<file path="src/design/tcs_pkg.sv">
package tcs_pkg;

    // ------------------------------------------------------------
    // Command codes
    // ------------------------------------------------------------
    localparam logic [7:0] TCS_CMD_RESERVE = 8'hB4;
    localparam logic [7:0] TCS_CMD_RELEASE = 8'h94;
    localparam logic [7:0] TCS_CMD_SENSE = 8'h04;
    localparam logic [7:0] TCS_CMD_TEST_IO = 8'h00;
    localparam logic [7:0] TCS_CMD_NOOP = 8'h03;
    localparam logic [7:0] TCS_CMD_SET_MASK = 8'h1F;
    localparam logic [3:0] TCS_SENSE_GRP_NIB = 4'h4;

    // ------------------------------------------------------------
    // Sizes and reset values
    // ------------------------------------------------------------
    localparam int TCS_NDEV = 16;
    localparam int TCS_NCH = 2;
    localparam logic [15:0] TCS_DEV_RST = 16'h0000;
    localparam logic [3:0] TCS_LOW_NIB_CUE = 4'h0;

    // ------------------------------------------------------------
    // Types
    // ------------------------------------------------------------
    typedef enum logic [1:0] {
        TCS_SW_NEUTRAL,
        TCS_SW_A,
        TCS_SW_B
    } tcs_sw_t;

    typedef struct packed {
        logic sel;
        logic poll;
        logic sysrst;
        logic chain;
        logic stack;
        logic [7:0] cmd;
        logic [3:0] dev;
    } tcs_req_t;

    typedef struct packed {
        logic cu_busy;
        logic cu_end;
        logic busy;
        logic ch_end;
        logic dev_end;
        logic unit_check;
    } tcs_sts_t;

    typedef struct packed {
        logic valid;
        tcs_sts_t status;
        logic [7:0] addr;
    } tcs_resp_t;

    typedef struct packed {
        logic cmd_reject;
        logic invalid_seq;
    } tcs_sense_t;

endpackage

</file>
<file path="src/design/tcs_switch.sv">
`timescale 1ns/1ps
// Overview of operation
// - Switch holds neutral, A or B; neutral connects first channel completing selection.
// - After ending status return neutral unless chaining, stacked, unit check, or TIO/no-op during unit-check hold.
// - During unit-check hold, polling answered only for control-unit-end; stacked device-end waits.
// - After that hold, sense cleared by any sequence except TIO, sense, no-op.
// - Selection attempt while connected elsewhere gets short control-unit-busy answer.
// - Control-unit-busy and control-unit-end never share one status byte.
// - Short busy possible on every channel-initiated selection, any command.
// - After short busy, request-in and control-unit-end with base address once neutral.
// - Owed control-unit-end alone does not make unit busy to other channel.
// - Both request-in lines may be up in neutral; degated when connected elsewhere.
// - Sense-group commands other than sense, reserve, release rejected with command reject.
// - Reserve does sense functions and reserves device until release or system reset.
// - Reserve executes despite abnormal device conditions.
// - Reserve after set-file-mask in chain rejected with command reject, invalid sequence.
// - Without dual-channel option reserve rejected with command reject.
// - Release does sense functions and ends the device reservation.
// - Release executes despite abnormal device conditions.
// - Release after set-file-mask rejected invalid sequence; without option command reject.
// - Command to device busy or reserved elsewhere gets busy; device-end offered later.
// - System reset clears only the resetting channel's reservations and status.
module tcs_switch
    import tcs_pkg::*;
(
    // Clock and reset
    input wire logic clk,
    input wire logic rst,
    input wire logic ce,
    // Channel requests, index 0 is A, 1 is B
    input wire tcs_req_t [TCS_NCH-1:0] req,
    input wire logic [TCS_NCH-1:0][3:0] base_addr,
    // Device side and option strap
    input wire logic [TCS_NDEV-1:0] dev_busy,
    input wire logic dual_opt,
    // Channel answers
    output tcs_resp_t [TCS_NCH-1:0] resp,
    output logic [TCS_NCH-1:0] req_in,
    // Unit state
    output tcs_sw_t sw_pos,
    output tcs_sense_t sense,
    output logic contingent
);

    // ------------------------------------------------------------
    // State
    // ------------------------------------------------------------
    typedef struct packed {
        tcs_sw_t sw;
        logic cont;
        logic sfm;
        tcs_sense_t sense;
        logic [TCS_NCH-1:0][TCS_NDEV-1:0] rsv;
        logic [TCS_NCH-1:0][TCS_NDEV-1:0] dep;
        logic [TCS_NCH-1:0] cue;
        tcs_resp_t [TCS_NCH-1:0] resp;
        logic [TCS_NCH-1:0] rin;
        logic [TCS_NDEV-1:0] busy_s1;
        logic [TCS_NDEV-1:0] busy_s2;
        logic opt_s1;
        logic opt_s2;
    } tcs_state_t;

    tcs_state_t st_r;
    tcs_state_t st_nxt;

    // ------------------------------------------------------------
    // Decoders
    // ------------------------------------------------------------
    function automatic tcs_sw_t conn_of(input int c);
        conn_of = (c == 0) ? TCS_SW_A : TCS_SW_B;
    endfunction

    function automatic logic is_tio_noop(input logic [7:0] cmd);
        is_tio_noop = (cmd == TCS_CMD_TEST_IO) || (cmd == TCS_CMD_NOOP);
    endfunction

    function automatic logic is_res_rel(input logic [7:0] cmd);
        is_res_rel = (cmd == TCS_CMD_RESERVE) || (cmd == TCS_CMD_RELEASE);
    endfunction

    function automatic logic is_sense_grp(input logic [7:0] cmd);
        is_sense_grp = (cmd[3:0] == TCS_SENSE_GRP_NIB);
    endfunction

    function automatic logic [4:0] first_set(input logic [TCS_NDEV-1:0] v);
        first_set = 5'h00;
        for (int i = TCS_NDEV - 1; i >= 0; i--) begin
            if (v[i]) begin
                first_set = {1'b1, i[3:0]};
            end
        end
    endfunction

    // ------------------------------------------------------------
    // Next state
    // ------------------------------------------------------------
    always_comb begin
        int o;
        logic [4:0] fs;
        logic [TCS_NDEV-1:0] ready;
        logic cont_prev;
        logic uc;
        logic stay;
        tcs_req_t r;
        o = 0;
        fs = 5'h00;
        ready = TCS_DEV_RST;
        cont_prev = 1'b0;
        uc = 1'b0;
        stay = 1'b0;
        r = '0;
        st_nxt = st_r;
        // Device busy lines and option strap, two flops each
        st_nxt.busy_s1 = dev_busy;
        st_nxt.busy_s2 = st_r.busy_s1;
        st_nxt.opt_s1 = dual_opt;
        st_nxt.opt_s2 = st_r.opt_s1;
        for (int c = 0; c < TCS_NCH; c++) begin
            st_nxt.resp[c] = '0;
        end
        // Channel A handled first, so in a tie B sees A connected if A's sequence stays connected
        for (int c = 0; c < TCS_NCH; c++) begin
            o = 1 - c;
            r = req[c];
            ready = st_nxt.dep[c] & ~st_r.busy_s2 & ~st_nxt.rsv[o];
            if (r.sysrst) begin
                // Only this channel's reservations and status go
                st_nxt.rsv[c] = TCS_DEV_RST;
                st_nxt.dep[c] = TCS_DEV_RST;
                st_nxt.cue[c] = 1'b0;
                if (st_nxt.sw == conn_of(c)) begin
                    st_nxt.sw = TCS_SW_NEUTRAL;
                    st_nxt.cont = 1'b0;
                    st_nxt.sfm = 1'b0;
                end
            end else if (r.sel && st_nxt.sw == conn_of(o)) begin
                // Short busy, never with control-unit-end
                st_nxt.resp[c].valid = 1'b1;
                st_nxt.resp[c].status.cu_busy = 1'b1;
                st_nxt.resp[c].addr = {base_addr[c], r.dev};
                st_nxt.cue[c] = 1'b1;
            end else if (r.sel) begin
                st_nxt.sw = conn_of(c);
                cont_prev = st_nxt.cont;
                uc = 1'b0;
                st_nxt.resp[c].valid = 1'b1;
                st_nxt.resp[c].addr = {base_addr[c], r.dev};
                if (!cont_prev && !is_tio_noop(r.cmd) && r.cmd != TCS_CMD_SENSE) begin
                    st_nxt.sense = '0;
                end
                if (is_sense_grp(r.cmd) && !is_res_rel(r.cmd)
                        && r.cmd != TCS_CMD_SENSE) begin
                    uc = 1'b1;
                    st_nxt.sense.cmd_reject = 1'b1;
                end else if (is_res_rel(r.cmd) && !st_r.opt_s2) begin
                    uc = 1'b1;
                    st_nxt.sense.cmd_reject = 1'b1;
                end else if (is_res_rel(r.cmd) && st_nxt.sfm) begin
                    uc = 1'b1;
                    st_nxt.sense.cmd_reject = 1'b1;
                    st_nxt.sense.invalid_seq = 1'b1;
                end else if (r.cmd == TCS_CMD_RESERVE && st_nxt.rsv[o][r.dev]) begin
                    st_nxt.resp[c].status.busy = 1'b1;
                    st_nxt.dep[c][r.dev] = 1'b1;
                end else if (is_res_rel(r.cmd)) begin
                    // Device busy or offline is not looked at here
                    st_nxt.rsv[c][r.dev] = (r.cmd == TCS_CMD_RESERVE);
                    st_nxt.resp[c].status.ch_end = 1'b1;
                    st_nxt.resp[c].status.dev_end = 1'b1;
                end else if (st_r.busy_s2[r.dev] || st_nxt.rsv[o][r.dev]) begin
                    st_nxt.resp[c].status.busy = 1'b1;
                    st_nxt.dep[c][r.dev] = 1'b1;
                end else begin
                    st_nxt.resp[c].status.ch_end = 1'b1;
                    st_nxt.resp[c].status.dev_end = 1'b1;
                end
                st_nxt.resp[c].status.unit_check = uc;
                if (uc) begin
                    st_nxt.cont = 1'b1;
                end else if (!is_tio_noop(r.cmd)) begin
                    st_nxt.cont = 1'b0;
                end
                if (r.cmd == TCS_CMD_SET_MASK) begin
                    st_nxt.sfm = 1'b1;
                end
                if (!r.chain) begin
                    st_nxt.sfm = 1'b0;
                end
                stay = r.chain || r.stack || uc || (cont_prev && is_tio_noop(r.cmd));
                if (!stay) begin
                    st_nxt.sw = TCS_SW_NEUTRAL;
                end
            end else if (r.poll && st_nxt.sw != conn_of(o)) begin
                fs = first_set(ready);
                if (st_nxt.cue[c]) begin
                    // Control-unit-end carries the base address
                    st_nxt.resp[c].valid = 1'b1;
                    st_nxt.resp[c].status.cu_end = 1'b1;
                    st_nxt.resp[c].addr = {base_addr[c], TCS_LOW_NIB_CUE};
                    st_nxt.cue[c] = r.stack;
                end else if (!st_nxt.cont && fs[4]) begin
                    st_nxt.resp[c].valid = 1'b1;
                    st_nxt.resp[c].status.dev_end = 1'b1;
                    st_nxt.resp[c].addr = {base_addr[c], fs[3:0]};
                    st_nxt.dep[c][fs[3:0]] = r.stack;
                end
            end
        end
        // Request-in from the settled next state
        for (int c = 0; c < TCS_NCH; c++) begin
            o = 1 - c;
            ready = st_nxt.dep[c] & ~st_r.busy_s2 & ~st_nxt.rsv[o];
            st_nxt.rin[c] = (st_nxt.sw != conn_of(o))
                && (st_nxt.cue[c] || (!st_nxt.cont && (|ready)));
        end
    end

    // ------------------------------------------------------------
    // Registers
    // ------------------------------------------------------------
    always_ff @(posedge clk or posedge rst) begin
        if (rst) begin
            st_r <= '0;
        end else if (ce) begin
            st_r <= st_nxt;
        end
    end

    assign resp = st_r.resp;
    assign req_in = st_r.rin;
    assign sw_pos = st_r.sw;
    assign sense = st_r.sense;
    assign contingent = st_r.cont;
endmodule

</file>
<file path="config.mk">
export PLATFORM = sky130hd
export DESIGN_NAME = tcs_switch
export DESIGN_NICKNAME = d
export VERILOG_FILES = /design/src/design/tcs_pkg.sv /design/src/design/tcs_switch.sv
export SDC_FILE = /design/constraint.sdc
export NUM_CORES = 1
export LEC_CHECK = 0
export ABC_AREA = 1
export BUFFER_PORTS_ARGS = -buffer_cell sky130_fd_sc_hd__buf_2
export CORE_ASPECT_RATIO = 0.7
export CORE_UTILIZATION = 30
export DETAILED_ROUTE_END_ITERATION = 10
export PLACE_DENSITY = 0.51
export SETUP_SLACK_MARGIN = 0.2
export SYNTH_ARGS = -nofsm -noshare
export SYNTH_HDL_FRONTEND = slang
export SYNTH_SLANG_ARGS = --single-unit
</file>
<file path="constraint.sdc">
create_clock -name clk -period 6.3 [get_ports clk]
set_clock_uncertainty 0.1 [all_clocks]
set_input_delay 1.26 -clock clk [delete_from_list [all_inputs] [get_ports clk]]
set_output_delay 1.26 -clock clk [all_outputs]
set_load 0.01 [all_outputs]
</file>
## After elaboration in Yosys (flattened, before gate mapping)

Index checks and enable logic that the tools add are counted.

- Logic and storage cells: 347
- Output and inout bits: 37
- Bits in registers: 138
- Input bits: 62

- Equal/unequal tests: 20
- Bitwise logic cells: 14
- Magnitude comparators: 8
- Reductions and logical operators: 56
- Muxes and demuxes: 218

Operators with widths:

| cell | number |
|---|---|
| 16-bit 2-to-1 mux | 36 |
| 5-bit 2-to-1 mux | 42 |
| 16-bit AND | 8 |
| 8-bit 2-to-1 mux | 10 |
| 1-bit 2-to-1 mux | 77 |
| 16-bit bitwise mux | 4 |
| 16-bit inverter | 4 |
| 2-bit 2-to-1 mux | 23 |
| 22-bit 2-to-1 mux | 2 |
| 17-bit 2-to-1 mux | 2 |
| 8-bit == test (second input constant) | 4 |
| 16-bit bitwise OR | 2 |
| 16-bit OR reduction | 2 |
| 1-bit logical AND | 30 |
| 15-bit 2-to-1 mux | 2 |
| 4-bit by 5-bit less-than comparator with 1-bit output (second input constant) | 4 |
| 3-bit 2-to-1 mux | 6 |
| 1-bit binary-select mux with 4-bit select | 4 |
| 1-bit demux with 4-bit select | 4 |
| 8-bit by 2-bit == test with 1-bit output (second input constant) | 2 |
| 8-bit by 5-bit == test with 1-bit output (second input constant) | 2 |
| 4-bit by 1-bit greater-or-equal comparator with 1-bit output (second input constant) | 4 |
| 8-bit zero test | 2 |
| 4-bit 2-to-1 mux | 4 |
| 9 further kinds | 36 |

## Longest topological paths before layout

Gate-level depths: netlist of run 1.

- Depth after elaboration: 52
- Gate-level depth with buffers: 39
- Depth with buffers taken out: 39

## Worst setup path before layout of run 1

No wires, ideal clock.

- Kind: input to register
- Start point: input port req[4] (netlist name)
- End point: register st_r (netlist bit req_in[1])
- Data required time: 6.084 ns
- Data arrival time: 3.893 ns
- Library setup time: 0.116 ns
- Cell stages on the path: 32
- Path slack: 2.191 ns
- Buffers on the path: 1
- Path through: or2_4 nor2_8 nand3_2 nand2_2 nor2_2 buf_6 nand2_8 nor2_2 o21ai_2 nand3_1 nand2_1 inv_1 nand2_1 nor2_1 inv_2 nor2_1 nor2_4 nand2_2 nor2_4 nand4_1 nand2_1 nand3_1 nand3_1 nand2_1 nor2_1 nand2_1 nor2_1 nand2_1 nand2_1 nand2_1 nand2_1 nand2_1

- Cells in the longest elaborated chain, start to end: 49
- Elaborated cells between the ends (all ways): 121
- Classes of those cells: 2 x order compare; 10 x eq/ne; 77 x mux; 4 x bitwise; 28 x reduce/logical

Ends and longest elaborated chain:

| what | RTL line | RTL |
|---|---|---|
| start: declaration | tcs_switch.sv:31 | `input wire tcs_req_t [TCS_NCH-1:0] req,` |
| 8-bit == test (on tied branches) | tcs_switch.sv:79, tcs_switch.sv:163, tcs_switch.sv:168 |  |
| 16-bit bitwise mux or 1-bit logical OR (tied branches) | tcs_switch.sv:168, tcs_switch.sv:79 |  |
| 16-bit 2-to-1 mux | tcs_switch.sv:166 | `end else if (is_res_rel(r.cmd)) begin` |
| 16-bit 2-to-1 mux | tcs_switch.sv:163 | `end else if (r.cmd == TCS_CMD_RESERVE && st_nxt.rsv[o][r.dev]) begin` |
| 16-bit 2-to-1 mux | tcs_switch.sv:159 | `end else if (is_res_rel(r.cmd) && st_nxt.sfm) begin` |
| 16-bit 2-to-1 mux | tcs_switch.sv:156 | `end else if (is_res_rel(r.cmd) && !st_r.opt_s2) begin` |
| 16-bit 2-to-1 mux | tcs_switch.sv:152 | `if (is_sense_grp(r.cmd) && !is_res_rel(r.cmd)` |
| 16-bit 2-to-1 mux | tcs_switch.sv:143 | `end else if (r.sel) begin` |
| (+32 left out) | -- |  |
| 16-bit 2-to-1 mux | tcs_switch.sv:143 |  |
| 16-bit 2-to-1 mux | tcs_switch.sv:137 | `end else if (r.sel && st_nxt.sw == conn_of(o)) begin` |
| 16-bit 2-to-1 mux | tcs_switch.sv:127 | `if (r.sysrst) begin` |
| 16-bit AND (2 in a row) | tcs_switch.sv:213 | `ready = st_nxt.dep[c] & ~st_r.busy_s2 & ~st_nxt.rsv[o];` |
| 16-bit OR reduction | tcs_switch.sv:215 | `&& (st_nxt.cue[c] \|\| (!st_nxt.cont && (\|ready)));` |
| 1-bit logical AND | tcs_switch.sv:215 |  |
| 1-bit logical OR | tcs_switch.sv:215 |  |
| 1-bit logical AND (*) | tcs_switch.sv:215 |  |
| end signal: assignment | tcs_switch.sv:226 | `st_r <= st_nxt;` |
| end: declaration | tcs_switch.sv:64 | `tcs_state_t st_r;` |

Every way passes the cells marked *; elsewhere a longest branch is shown, timed or not. The select of a mux whose other input is x is not followed.
A chain may end at the register's enable or synchronous reset.

## Worst setup path after layout of run 1

- Start point: input port req[9] (netlist name)
- End point: register st_r (netlist bit req_in[1])

The elaborated chain is that of the path after synthesis.

==> results of run 1 <==
[worst min-delay path, delay by kind of cell, from the launching register on]
kind             cells  cell delay (ns)
flip-flops           1             0.34
AND/OR/NAND/NOR      2             0.10
[power breakdown]
part	switching [mW]	internal [mW]	leakage, nW
Clock	0.448	0.686	0.294
Sequential	0.0712	0.956	1.82
Combinational	0.583	0.217	3.07
[final timing paths]
kind                       startpoint         to
setup / recovery               req[9]  req_in[1]
hold / removal              st_nxt[4]  st_nxt[4]
setup reg to reg            sw_pos[1]  req_in[1]
hold reg to reg             st_nxt[4]  st_nxt[4]
max in group asynchronous         rst   resp[22]
min in group asynchronous         rst  st_nxt[6]
[cell families (layout without fill, tap and decap cells)]
kind of cell	after synthesis	after routing	synth area share
compound gates	343	343	0.2098
buf+inv	267	311	0.1160
flops	138	138	0.3400
simple gates	755	755	0.3342
[flip-flops by register name, indices dropped and copies added, names as in the netlist]
name        flops
contingent      1
req_in          2
resp           30
sense           2
st_nxt         17
st_r           84
sw_pos          2
[cells in the mapped netlist (all sizes together)]
cell type	n
o21bai	11
o22ai	18
a22oi	6
a21oi	75
nand3b	4
a41oi	1
o221ai	4
buf	52
a221oi	1
o32ai	2
o311ai	9
inv	165
clkinv	3
a22o	2
nand2	401
nor3	21
or2	3
nor2	151
o211ai	20
nand4	31
o21ai	145
nand3	140
a31oi	14
o2111ai	1
a32o	18
dfrtp	138
nor4	4
o41ai	2
o31ai	4
clkbuf	47
a211oi	10
[per-stage QoR]
step / worst slack, ns / utilization / instance area [µm²] / power (mW)
final: 0.7189 / 0.3469 / 11390 / 2.961
after global routing: 0.3451 / 0.3469 / 11390 / 3.099
after CTS: 0.9108 / 0.3469 / 11390 / 2.959
after detailed placement: 0.4426 / 0.3272 / 10740 / 1.818
after global placement: 0.5388 / 0.3272 / 10740 / 1.819
after floorplan: 1.244 / - / 10160 / 1.564
[layout by cell type (no fill, tap or decap), types with 6 or more instances in the layout]
cell type,instances
clkbuf_16,17
clkinvlp_4,6
o21bai_2,8
a22oi_1,6
buf_2,97
buf_4,14
nor2_1,132
a211oi_1,10
nand2_1,385
nor3_1,18
nor2_4,7
o211ai_1,18
nand3_1,133
a32o_1,18
a31oi_1,14
nand3_2,7
nand2_2,14
o22ai_1,18
inv_2,20
nor2_2,10
dfrtp_1,138
o311ai_0,9
o21ai_0,140
inv_1,143
nand4_1,30
a21oi_1,70
[cell type report]
| class | instances | area, µm² |
|---|---|---|
| clock buffers | 19 | 452.9 |
| clock inverters | 13 | 191.4 |
| fillers | 3614 | 21440 |
| inverters | 168 | 638.1 |
| multi-input cells | 1098 | 5525 |
| flip-flops and latches | 138 | 3453 |
| well taps | 427 | 534.3 |
| repair buffers | 111 | 590.6 |
[routing by layer]
metal,global-route usage,up-vias,part of all wire
met4,0.05390,0,0.012
li1,-,5113,-
met5,0,-,0
met2,0.3269,541,0.38
met3,0.06403,32,0.097
met1,0.3918,5126,0.51
==> metrics.md, run 1 <==
| Metric | Value |
|---|---|
| Layout cells sized above 1 | 0.1487 |
| Area grow syn2layout | 12.10% |
| Synth Register Bits | 138 |
| DRC | 0 |
| Seq/Total Area, Yosys | 0.3400 |
| CP Capture Type | flop |
| Placer Congestion | 0.9674 |
| WHS | 0.3697 ns |
| Slowest CP cell | nor2_2 |
| Final-report hold violation count | 0 |
| Setup crit start kind | input port |
| Starting Density | 0.3094 |
| Status | complete, no violations |
| Tightest Hold Check Type | flop to flop |
| Boundary pin count | 99 |
| CP peak stage delay | 0.64 ns |
| Clk slew on worst S/H paths | 0.06 ns |
| CTS tree | built |
| Buf/Inv on CP | 2 |
| CP required | 6.59 ns |
| Post-synthesis cell count | roughly 1500 |
| Syn nets | 1565 |
| Post-Syn Area | 10160 µm² |
| Placed Cells incl. Taps | 1942 |
| Pwr dens | 260.0 nW/µm² |
| Inserted Diodes | 0 |
| Post-synth top area cell | dfrtp_1 |
| Hold Path Stages | 2 |
| Overflow after GRT | 0 |
| Initial DRC count | 1503 |
| Delay-heaviest family, CP | simple AND/OR/NAND/NOR gates |
| Cts bufs inserted | 17 |
| Max IR drop VDD | between 0.1 and 0.15 mV |
| Vias after detailed routing | 10810 |
| Total track usage | 0.2486 |
| First-pass GRT wire length | 63730 µm |
| Routed WL | 42430 µm |
| Vias in the first global route | 9862 |
| Slew headroom | 0.3594 |
| Die ar. | 34610 µm² |
| Synth area leaders | dfrtp_1 (34%), nand2_1 (14%), o21ai_0 (6.9%), nand3_1 (6.6%), inv_1 (5.4%) |
| Detailed Place HPWL | 32350 µm |
| Final Max Slew Viols | 0 |
| Number of setup buffers added after CTS | 0 |
| Leakage | 5.185 nW |
| CTS H-tree lvls | 4 |
| Nets | 1596 |
| Setup TNS | 0 ns |
| Root buffer cell | clkbuf_16 |
| IO buf count | 98 |
| Die X | approximately 220 µm |
| Largest net degree at the start of global routing | 96 |
| Worst-case clock buffer depth | 2 |
| Initial antenna violation count | 0 |
| CP Data Arrival Time | 5.87 ns |
| CTS sink count | 138 |
| Number of core rows | 55 |
| Worst path depth | 27 |
| Fin crit share | 0.8859 |
| R2r setup slk | between 1 and 1.5 ns |
| Vias per inst | 5.477 |
| Synth Area per Inst | between 6 and 7 µm² |
| Final antenna-violating net count | 0 |
| Critical path type | input port to flop |
| Yosys cell types | 53 |
| CORE AREA | 32830 µm² |
| Yosys top cell area share | 0.3400 |
| Fmax | 0.1792 GHz |
| Total of max-cap violations | 0 |
| Unrepaired setup endpoints after global routing | false |
| Post-cts resize count | 0 |
| Most used cell along the critical path | nand2_1 |
| Min Clock Period, post-route | 5.581 ns |
| Final setup viols | 0 |
| Yosys warnings | 0 |
| Non-filler instance count after layout | just under 2000 |
| Die Span Y | roughly 160 µm |
| Crit-path max FO | 18 |
| Cts hold-fix bufs | 0 |
| Tightest Pin Transition | 0.9609 ns |
| R2R depth | 26 |
| DR WL/cell | 21.49 µm |
| First-pass detailed-route iteration total | 6 |
| Worst skew pair latency | 0.46 ns |
Power figures use the tool's default switching activity.
==> inputs of run 2 (changes only) <==
CORE_UTILIZATION = 40   (was 30)
PLACE_DENSITY = 0.63   (was 0.51)
==> metrics.md, run 2 (synthesis results as in run 1) <==
| Metric | Value |
|---|---|
| Status | complete, but fails checks |
| Failing checks | design-rule violations |
| Placer Congestion | 1.002 (+3.6%) |
| Dpl ws | 0.9940 ns (+0.5513 ns) |
| WHS | 0.3718 ns (+0.002117 ns) |
| Number of core rows | 48 (-13%) |
| Fmax | 0.1980 GHz (+11%) |
| IO buf count | 98 (unchanged) |
| Die ar. | 26040 µm² (-25%) |
| Tightest Pin Transition | 0.8603 ns (-0.1006 ns) |
| Non-filler instance count after layout | 1875 (-5.0%) |
| Initial antenna violation count | 1 (+1) |
| Worst-case clock buffer depth | 2 (unchanged) |
| Final setup margin | 1.250 ns (+0.5315 ns) |
| Pwr dens | 254.5 nW/µm² (-2.1%) |
| DRC | 34 (+34) |
| Die Span Y | 135.3 µm (-13%) |
| Critical path type | input port to flop |
| Crit-path max FO | 15 (-3) |
| First-pass detailed-route iteration total | 9 (+3) |
| CP required | 6.53 ns (-0.06 ns) |
| CTS H-tree lvls | 4 (unchanged) |
| Number of setup buffers added after CTS | 0 (unchanged) |
| CP peak stage delay | 0.48 ns (-0.16 ns) |
| Final Max Slew Viols | 0 (unchanged) |
| Boundary pin count | 99 (unchanged) |
| Detailed Place HPWL | 29650 µm (-8.3%) |
| Top reg by flops | st_r |
| Worst setup path endpoint | req_in[1] |
| CTS sink count | 138 (unchanged) |
| Initial DRC count | 1213 (-19%) |
| Area grow syn2layout | 10.66% |
| Final setup viols | 0 (unchanged) |
| Vias in the first global route | 9837 (-0.25%) |
| Slowest CP cell | or2_1 |
| Placed Cells incl. Taps | 1843 (-5.1%) |
| Reg-to-Reg End | req_in[0] |
| DR WL/cell | 20.65 µm (-3.9%) |
| Vias after detailed routing | 10830 (+0.12%) |
| Nets | 1599 (+0.19%) |
| R2R depth | 30 (+15%) |
| Max FFs per register | 84 (unchanged) |
| R2r setup slk | 1.85 ns (+0.46 ns) |
| Worst skew pair latency | 0.44 ns (-0.02 ns) |
| Final antenna-violating net count | 0 (unchanged) |
| First-pass GRT wire length | 59150 µm (-7.2%) |
| Most used cell along the critical path | nand2_1 |
| Root buffer cell | clkbuf_16 |
| CP Data Arrival Time | 5.28 ns (-0.59 ns) |
| Setup TNS | 0 ns (unchanged) |
| Routed WL | 38720 µm (-8.7%) |
| Overflow after GRT | 0 (unchanged) |
| Starting Density | 0.4095 (+0.1001) |
| Cts hold-fix bufs | 0 (unchanged) |
| Most frequent cells in the layout | nand2_1 (385), inv_1 (143), o21ai_0 (140) |
| CP Capture Type | flop |
| Slew headroom | 0.4265 (+0.06707) |
| Layout cells sized above 1 | 0.1497 (+0.001003) |
| Vias per inst | 5.773 (+5.4%) |
| CORE AREA | 24800 µm² (-24%) |
| Inserted Diodes | 0 (unchanged) |
| Clk slew on worst S/H paths | 0.06 ns (about the same) |
| Most common cell after layout, fill and taps aside | nand2_1 |
| Final-report hold violation count | 0 (unchanged) |
| CTS tree | built |
| Post-cts resize count | 0 (unchanged) |
| Leakage | 5.201 nW (+0.31%) |
| Fin util | 0.4531 (+0.1063) |
| Reg2reg start | st_r[17] |
| Min Clock Period, post-route | 5.050 ns (-0.5315 ns) |
| Fin crit share | 0.8015 (-0.08436) |
| Max IR drop VDD | 0.1980 mV (+48%) |
| Tightest Hold Check Type | flop to flop |
| Cts bufs inserted | 17 (unchanged) |
| Total track usage | 0.3051 (+0.05649) |
| Unrepaired setup endpoints after global routing | false |
| Total of max-cap violations | 0 (unchanged) |
| Die X | 192.5 µm (-13%) |
| Setup crit start kind | input port |
| Crit. Startpoint | req[4] |
| Largest net degree at the start of global routing | 90 (-6.3%) |
-- run 2: layout make-up --
class,instances,area (µm²)
Fill cell,2597,13560
Clock inverter,12,147.6
Sequential cell,138,3453
Tap cell,325,406.6
Multi-Input combinational cell,1098,5525
Inverter,168,636.9
Clock buffer,20,456.7
Timing Repair Buffer,114,613.1
-- run 2: per-layer routing --
layer	vias up	GRT usage	wire length [µm]
li1	5112	-	-
met1	5022	0.4639	18310
met2	626	0.4023	14670
met3	63	0.1039	4911
met4	2	0.07393	805
met5	-	0	15
-- run 2: worst max-delay path: cells and delay by family --
| family | cells | cell delay [ns] |
|---|---|---|
| AND/OR/NAND/NOR | 22 | 2.94 |
| AO/OA/AOI/OAI | 3 | 0.40 |
| buffers and inverters | 4 | 0.64 |
-- run 2: worst min-delay path by stage --
stage,start,depth (start not counted),slack [ns],endpoint
5_1_grt,st_nxt[14],2,0.40,st_nxt[14]
3_5_place_dp,st_nxt[9],2,0.36,st_nxt[9]
6_report,st_nxt[9],2,0.37,st_nxt[9]
3_3_place_gp,st_nxt[2],2,0.36,st_nxt[2]
2_1_floorplan,st_nxt[0],2,0.34,st_nxt[0]
4_1_cts,st_nxt[9],2,0.38,st_nxt[9]
-- run 2: per-stage QoR --
| stage | instance area (µm²) | total power [mW] |
|---|---|---|
| 2_1_floorplan | 10160 | 1.564 |
| 3_3_place_gp | 10640 | 1.789 |
| 3_5_place_dp | 10640 | 1.792 |
| 4_1_cts | 11240 | 2.851 |
| 5_1_grt | 11240 | 3.003 |
| 6_report | 11240 | 2.861 |
-- run 2: power breakdown --
part / switching (mW) / internal [mW] / total (mW)
Clock: 0.417 / 0.641 / 1.06
Sequential: 0.0679 / 0.956 / 1.02
Combinational: 0.562 / 0.218 / 0.779
